[config.mk]
export PLATFORM = sky130hd
export DESIGN_NAME = pdm_ctrl
export DESIGN_NICKNAME = d
export VERILOG_FILES = /design/src/design/pdm_pkg.sv /design/src/design/pdm_ctrl.sv /design/src/design/pdm_sync.sv /design/src/design/pdm_warm_cnt.sv
export SDC_FILE = /design/constraint.sdc
export NUM_CORES = 1
export LEC_CHECK = 0
export BUFFER_PORTS_ARGS = -buffer_cell sky130_fd_sc_hd__buf_2
export CAP_MARGIN = 20
export CORE_MARGIN = 8
export CORE_UTILIZATION = 45
export DETAILED_ROUTE_END_ITERATION = 7
export PLACE_DENSITY_LB_ADDON = 0.3
export SLEW_MARGIN = 20
export SYNTH_ARGS = -nofsm -noshare
export SYNTH_HDL_FRONTEND = slang
export SYNTH_HIERARCHICAL = 1
export SYNTH_SLANG_ARGS = --single-unit
[constraint.sdc]
create_clock -name clk -period 3.22 [get_ports clk]
set_clock_uncertainty 0.2 [all_clocks]
set_input_delay 0.322 -clock clk [delete_from_list [all_inputs] [get_ports clk]]
set_output_delay 0.322 -clock clk [all_outputs]
set_load 0.03 [all_outputs]
[src/design/pdm_pkg.sv]
// package: power-down mode controller types and constants
package pdm_pkg;
    localparam int unsigned CLK_HZ          = 10_000_000;
    localparam int unsigned WARM_US         = 100;
    localparam int unsigned WARM_CYC        = (WARM_US * (CLK_HZ / 1_000_000) > 0) ?
                                              WARM_US * (CLK_HZ / 1_000_000) : 1;
    localparam int unsigned SYNC_STAGES     = 3;
    localparam int unsigned SLEEP_SEL_BIT   = 2;
    localparam logic [7:0]  SYS_CTRL_RST    = 8'h00;

    // power states, gray along deep idle -> warm -> run and run <-> light idle
    typedef enum logic [2:0] {
        PDM_RUN        = 3'b000,
        PDM_LIGHT_IDLE = 3'b001,
        PDM_DEEP_IDLE  = 3'b011,
        PDM_WARM       = 3'b010,
        PDM_STOP       = 3'b110,
        PDM_BOOT_WARM  = 3'b111
    } pdm_state_e;

    // clock and run enables towards the rest of the chip
    typedef struct packed {
        logic cpu_clk_en;
        logic osc_fast_en;
        logic osc_xtal_en;
        logic periph_fast_en;
        logic periph_xtal_en;
    } pdm_gates_s;

    // wake report towards the cpu
    typedef struct packed {
        logic take_vector;
        logic resume_next;
    } pdm_wake_s;
endpackage

[src/design/pdm_ctrl.sv]
// module: power-down mode controller, top level
// Operation
// - idle_op enters light idle when select bit is zero, deep idle when one
// - select bit cleared plus idle_op gives light idle
// - light idle keeps oscillators, interrupts, timer and sound generator running
// - light idle halts the cpu clock until wake-up
// - registers, ram and pins hold their values in every power-down state
// - light idle ends on reset or any interrupt request
// - deep idle halts cpu; timer and sound run only when on crystal clock
// - both idle states wake on an interrupt request
// - deep idle wakes through the same interrupt sequence as light idle
// - deep idle wake inserts warm-up cycles before the cpu resumes
// - halt_all_op enters stop regardless of the select bit
// - stop halts core; timer and sound run only when on crystal clock
// - stop ends only by hardware reset, never by interrupt
// - leaving stop by reset inserts warm-up cycles before execution
// - interrupt-disable set: wake, continue after idle_op, no service routine
// - interrupt-disable clear: wake and take the requesting vector
`timescale 1ns/100ps
module pdm_ctrl #(
    parameter int unsigned WARM_CYCLES = pdm_pkg::WARM_CYC
) (
    input  wire logic        clk,            // 10 MHz system clock
    input  wire logic        rst_b,          // async hardware reset, active low
    input  wire logic        idle_op,        // cpu executes idle instruction, pulse
    input  wire logic        halt_all_op,    // cpu executes stop instruction, pulse
    input  wire logic [7:0]  system_control_reg, // system control register value
    input  wire logic        irq_req,        // any interrupt request, level
    input  wire logic        irq_disable,    // cpu interrupt-disable flag
    input  wire logic        periph_on_xtal, // timer and sound clocked from crystal
    output logic             cpu_clk_en,     // cpu clock enable
    output logic             osc_fast_en,    // fast rc oscillator run
    output logic             osc_xtal_en,    // crystal oscillator run
    output logic             periph_fast_en, // timer/sound enable on fast clock
    output logic             periph_xtal_en, // timer/sound enable on crystal clock
    output logic             hold_state,     // freeze registers, ram and pins
    output logic             take_vector,    // pulse: fetch interrupt vector
    output logic             resume_next,    // pulse: continue after idle_op
    output logic [2:0]       power_state     // current state code, 0 during reset and the first cycle after release
);
    pdm_pkg::pdm_state_e state_q;
    pdm_pkg::pdm_state_e state_d;
    pdm_pkg::pdm_gates_s gates_d;
    pdm_pkg::pdm_gates_s gates_q;
    pdm_pkg::pdm_wake_s  wake_d;
    pdm_pkg::pdm_wake_s  wake_q;
    logic                irq_s;
    logic                warm_start;
    logic                warm_done;
    logic                boot_q;
    logic                deep_sel;

    // interrupt request comes from other clocks, so filter it
    pdm_sync #(
        .STAGES (pdm_pkg::SYNC_STAGES)
    ) u_irq_sync (
        .clk   (clk),
        .rst_b (rst_b),
        .d     (irq_req),
        .q     (irq_s)
    );

    pdm_warm_cnt #(
        .CYCLES (WARM_CYCLES)
    ) u_warm (
        .clk   (clk),
        .rst_b (rst_b),
        .start (warm_start),
        .done  (warm_done)
    );

    assign deep_sel = system_control_reg[pdm_pkg::SLEEP_SEL_BIT];

    // one-shot marker so the first cycle after reset loads the warm-up counter
    always_ff @(posedge clk or negedge rst_b) begin
        if (!rst_b) begin
            boot_q <= 1'b1;
        end else begin
            boot_q <= 1'b0;
        end
    end

    // warm-up reload: after reset release and on deep idle wake
    assign warm_start = boot_q ||
                        (state_q == pdm_pkg::PDM_DEEP_IDLE && irq_s);

    // next state; stop is only left through rst_b, which is async
    always_comb begin
        state_d = state_q;
        case (state_q)
            pdm_pkg::PDM_RUN: begin
                if (halt_all_op) begin
                    state_d = pdm_pkg::PDM_STOP;
                end else if (idle_op) begin
                    state_d = deep_sel ? pdm_pkg::PDM_DEEP_IDLE
                                       : pdm_pkg::PDM_LIGHT_IDLE;
                end
            end
            pdm_pkg::PDM_LIGHT_IDLE: begin
                if (irq_s) begin
                    state_d = pdm_pkg::PDM_RUN;
                end
            end
            pdm_pkg::PDM_DEEP_IDLE: begin
                if (irq_s) begin
                    state_d = pdm_pkg::PDM_WARM;
                end
            end
            pdm_pkg::PDM_WARM: begin
                if (warm_done) begin
                    state_d = pdm_pkg::PDM_RUN;
                end
            end
            pdm_pkg::PDM_STOP: begin
                state_d = pdm_pkg::PDM_STOP;
            end
            pdm_pkg::PDM_BOOT_WARM: begin
                if (warm_done && !boot_q) begin
                    state_d = pdm_pkg::PDM_RUN;
                end
            end
            default: begin
                state_d = pdm_pkg::PDM_RUN;
            end
        endcase
    end

    // state register; reset always restarts through the warm-up
    always_ff @(posedge clk or negedge rst_b) begin
        if (!rst_b) begin
            state_q <= pdm_pkg::PDM_BOOT_WARM;
        end else begin
            state_q <= state_d;
        end
    end

    // gate decode from the next state so outputs line up with the state register
    always_comb begin
        gates_d = '0;
        case (state_d)
            pdm_pkg::PDM_RUN: begin
                gates_d = '1;
            end
            pdm_pkg::PDM_LIGHT_IDLE: begin
                gates_d = '1;
                gates_d.cpu_clk_en = 1'b0;
            end
            pdm_pkg::PDM_DEEP_IDLE, pdm_pkg::PDM_STOP: begin
                gates_d.osc_xtal_en    = periph_on_xtal;
                gates_d.periph_xtal_en = periph_on_xtal;
            end
            pdm_pkg::PDM_WARM, pdm_pkg::PDM_BOOT_WARM: begin
                gates_d = '1;
                gates_d.cpu_clk_en = 1'b0;
            end
            default: begin
                gates_d = '1;
            end
        endcase
    end

    // gates held in flops; outputs come straight from them
    always_ff @(posedge clk or negedge rst_b) begin
        if (!rst_b) begin
            gates_q <= '0;
        end else begin
            gates_q <= gates_d;
        end
    end

    // wake report: one pulse when the cpu clock returns after an idle
    always_comb begin
        wake_d = '0;
        if (state_d == pdm_pkg::PDM_RUN &&
            (state_q == pdm_pkg::PDM_LIGHT_IDLE || state_q == pdm_pkg::PDM_WARM)) begin
            wake_d.take_vector = !irq_disable;
            wake_d.resume_next = irq_disable;
        end
    end

    always_ff @(posedge clk or negedge rst_b) begin
        if (!rst_b) begin
            wake_q <= '0;
        end else begin
            wake_q <= wake_d;
        end
    end

    // hold request: freeze everything except during normal run and the reset warm-up
    always_ff @(posedge clk or negedge rst_b) begin
        if (!rst_b) begin
            hold_state <= 1'b0;
        end else begin
            hold_state <= (state_d != pdm_pkg::PDM_RUN) &&
                          (state_d != pdm_pkg::PDM_BOOT_WARM);
        end
    end

    always_ff @(posedge clk or negedge rst_b) begin
        if (!rst_b) begin
            power_state <= 3'h0;
        end else begin
            power_state <= state_d;
        end
    end

    assign cpu_clk_en     = gates_q.cpu_clk_en;
    assign osc_fast_en    = gates_q.osc_fast_en;
    assign osc_xtal_en    = gates_q.osc_xtal_en;
    assign periph_fast_en = gates_q.periph_fast_en;
    assign periph_xtal_en = gates_q.periph_xtal_en;
    assign take_vector    = wake_q.take_vector;
    assign resume_next    = wake_q.resume_next;
endmodule // pdm_ctrl

[src/design/pdm_sync.sv]
// module: three-stage synchroniser for an asynchronous level
`timescale 1ns/100ps
module pdm_sync #(
    parameter int unsigned STAGES = 3
) (
    input  wire logic clk,   // system clock
    input  wire logic rst_b, // async reset, active low
    input  wire logic d,     // async level in
    output logic      q      // filtered level out
);
    logic [STAGES-1:0] s_q;

    // shift chain; only the last two stages are compared
    always_ff @(posedge clk or negedge rst_b) begin
        if (!rst_b) begin
            s_q <= '0;
        end else begin
            s_q <= {s_q[STAGES-2:0], d};
        end
    end

    // level changes only once the second and third stages agree
    always_ff @(posedge clk or negedge rst_b) begin
        if (!rst_b) begin
            q <= 1'b0;
        end else if (s_q[STAGES-1] == s_q[STAGES-2]) begin
            q <= s_q[STAGES-1];
        end
    end
endmodule // pdm_sync

[src/design/pdm_warm_cnt.sv]
// module: warm-up down counter
`timescale 1ns/100ps
module pdm_warm_cnt #(
    parameter int unsigned CYCLES = 1000
) (
    input  wire logic clk,   // system clock
    input  wire logic rst_b, // async reset, active low
    input  wire logic start, // load pulse
    output logic      done   // level: count expired
);
    localparam int unsigned W = $clog2(CYCLES + 1);
    localparam logic [W-1:0] LOAD = W'(CYCLES);
    logic [W-1:0] cnt_q;

    // reload on start, count down to zero otherwise
    always_ff @(posedge clk or negedge rst_b) begin
        if (!rst_b) begin
            cnt_q <= '0;
        end else if (start) begin
            cnt_q <= LOAD;
        end else if (cnt_q != '0) begin
            cnt_q <= cnt_q - W'(1);
        end
    end

    assign done = (cnt_q == '0) && !start;
endmodule // pdm_warm_cnt

==> flow_summary_export.csv <==
group,metric,value,unit
hold_path,hp-class,"input pin to flip-flop",
timing,fmax,400,MHz
placement,port_buffers,18,
clock_network,cts_hold_buf,3,
layout,finalNetCount,150,
yosys,synth_top_area_share,47.6,%
clock_network,ctsResizeCount,0,
yosys,synth_top_cell_by_area,"dfrtp_1",
timing,finalCritPeriodShare,77.6,%
timing,finalHoldViolCount,0,
floorplan,die_y,69.0,um
global_route,gr-max-usage-layer,"met2",
yosys,netlist_instances,110,
layout,layout-drive-gt1-share,27.1,%
yosys,ys_warn_count,6,
worst_setup_path,cp_max_fo,7,
layout,area_growth,15.0,%
clock_network,numCtsBuffers,3,
layout,postLayoutCoreUtil,53.6,%
floorplan,die_x,69.0,um
yosys,netlist_area,1260,sq um
timing,relSlewSlack,60.2,%
global_route,antenna_found_initial,0,
power,finalPower,0.00113,W
clock_network,cts_buffer_depth,2,
yosys,synthDistinctLibCells,44,
hold_path,whs_endpoint,"state_q[2]$_DFF_PN1_",
yosys,ys_async_sr_fraction,100,%
global_route,grt_use_met1,13.5,%
yosys,synth_edf_count,0,
floorplan,start_util,46.6,%
worst_setup_path,crit_start,"u_warm/cnt_q[0]$_DFFE_PN0N_",
status,outcome,"complete, no violations",
yosys,ys.flop_type,"dfrtp_1",
power,power_density,775,nW/um^2
yosys,synthTopCellsByArea,"dfrtp_1, dfstp_2, nor3_1",
placement,hpwl,1.77,mm
yosys,synth_nets,126,
timing,worst_hold_slack,96.8,ps
global_route,first_global_vias,938,
drt,vias,945,
timing,tightest_slew,597,ps
yosys,yosysSeqAreaShare,55.9,%
drt,vias_per_cell,5.76,
floorplan,die_area,4760,sq um
placement,gp_congestion,0.830,
timing,rsz0062_at_grt,"false",
global_route,grt_use_met3,4.68,%
floorplan,rows,19,
timing,final-max-slew-violation-count,0,
worst_setup_path,r2r_cells,10,
worst_setup_path,reg2reg_to,"hold_state$_DFF_PN0_",
worst_setup_path,slowest_stage,"dfrtp_1",
drt,drt-initial-drc-count,50,
layout,final_cell_mix,"dfrtp_1, buf_2, nor3_1, inv_1, nor2_1",
hold_path,holdCritStartpoint,"halt_all_op",
worst_setup_path,path_class,"flip-flop to flip-flop",
yosys,synth-seq-cells,28,
worst_setup_path,cp.arrival,2550,ps
global_route,grtUsageMet2,18.1,%
clock_network,post-cts-setup-buffers,0,
worst_setup_path,required,3270,ps
clock_network,h-tree-depth,1,
drt,ant_nets,0,
clock_network,cts-root-buf,"clkbuf_4",
power,ir_drop,0.611,mV
timing,setup_violations,0,
clock_network,clk_latency,330,ps
global_route,gr-total-overflow,0,
worst_setup_path,end_kind,"flip-flop",
clock_network,path_clk_slew,150,ps
timing,fin_setup_tns,0,ps
floorplan,core_region_area,2710,sq um
global_route,grt_max_degree,29,
drt,drc_errors,0,
drt,wl_per_cell,14.9,um
job,max_cap_violations,0,
drt,wirelength,2.44,mm
global_route,grt_usage,11.2,%
drt,drtPass1Iterations,4,
hold_path,hold_depth,3,
layout,final_common_cell,"dfrtp_1",
floorplan,io_pins,26,
power,power.leakage,0.595,nW
timing,min_period,2500,ps
worst_setup_path,startpoint_type,"flip-flop",
global_route,grt_pass1_wl,4.15,mm
layout,n_antenna_cell,0,
yosys,syn_avg_cell_area,11.5,sq um
clock_network,cts.sinks,28,
worst_setup_path,reg2reg_from,"u_warm/cnt_q[0]$_DFFE_PN0N_",
worst_setup_path,cp_slowest_stage_delay,440,ps
worst_setup_path,critical_path.cell_chain,"inv_1 -> ha_1 -> nor2b_1 -> buf_4 -> nand3_1 -> nor2_1 -> nand3b_1 -> a32oi_2 -> nand2b_4 -> o21ba_2",
clock_network,cts_tree,"yes",
worst_setup_path,r2r_setup_slack,720,ps
[registers in the layout, indices dropped and copies added, names as in the netlist]
| register | cells |
|---|---|
| u_warm/cnt_q | 10 |
| power_state | 3 |
| state_q | 3 |
| u_irq_sync/s_q | 3 |
| boot_q | 1 |
| cpu_clk_en | 1 |
| hold_state | 1 |
| osc_fast_en | 1 |
| periph_fast_en | 1 |
| periph_xtal_en | 1 |
| resume_next | 1 |
| take_vector | 1 |
| u_irq_sync/q | 1 |
[area by class of cell]
| cell class | instances | area, sq um |
|---|---|---|
| fillers | 253 | 1260 |
| repair buffers | 24 | 143 |
| flip-flops and latches | 28 | 706 |
| inverters | 6 | 22.5 |
| multi-input cells | 71 | 505 |
| clock buffers | 4 | 36.3 |
| well taps | 31 | 38.8 |
[cell families (layout without fill, tap and decap cells)]
family	after synthesis	in the layout	synth area share (%)
and+or+nand+nor	38	38	19.5
other	1	1	0.297
buffers and inverters	11	34	4.06
adders and majority gates	2	2	1.88
DFF	28	28	55.9
xor gates and xnor gates	1	1	0.694
AOI/OAI and AO/OA	29	29	17.6
[Yosys cell counts (2+ instances only)]
library cell	instances
a211o_1	2
nand3_1	2
o21ai_0	2
a21oi_1	5
or4_1	2
or3_1	3
inv_1	6
buf_4	2
a31oi_1	3
o311ai_1	2
dfrtp_1	24
o211ai_1	2
nor4_1	2
nand2b_1	3
o31ai_1	2
nand3b_1	4
nor3_1	7
nand2_1	2
buf_2	2
dfstp_2	4
nor2_1	6
[layer usage]
| layer | part of all wire, % | up-vias |
|---|---|---|
| met5 | 0 | - |
| met1 | 46 | 463 |
| met2 | 46 | 22 |
| met3 | 6.7 | 4 |
| li1 | - | 456 |
| met4 | 1.0 | 0 |
[critical path, delay by kind of cell, from the launching register on]
family / cells / cell delay [ps]
simple gates: 5 / 660
flops: 1 / 440
compound gates: 2 / 560
fa+ha+maj: 1 / 290
buf+inv: 2 / 250
[worst max-delay path by stage]
stage,endpoint,cells after the start
after floorplan,hold_state$_DFF_PN0_,9
after global placement,hold_state$_DFF_PN0_,10
after detailed placement,hold_state$_DFF_PN0_,10
after CTS,hold_state$_DFF_PN0_,10
after global routing,take_vector$_DFF_PN0_,10
final,hold_state$_DFF_PN0_,10
[power breakdown]
part	switching (W)	internal [W]	leakage (nW)
combinational	0.000291	0.000150	0.261
sequential	0.0000647	0.000449	0.314
clock	0.000101	0.0000693	0.0210
total	0.000456	0.000669	0.595
[through the flow]
stage / instance area (sq um) / setup slack [ps] / cells
final: 1450 / 721 / 164
after global routing: 1450 / 452 / 164
after CTS: 1450 / 703 / 164
after detailed placement: 1390 / 730 / 157
after global placement: 1390 / 765 / 157
after floorplan: 1260 / 904 / 110
Note: power is estimated with default switching activity, not from simulation.
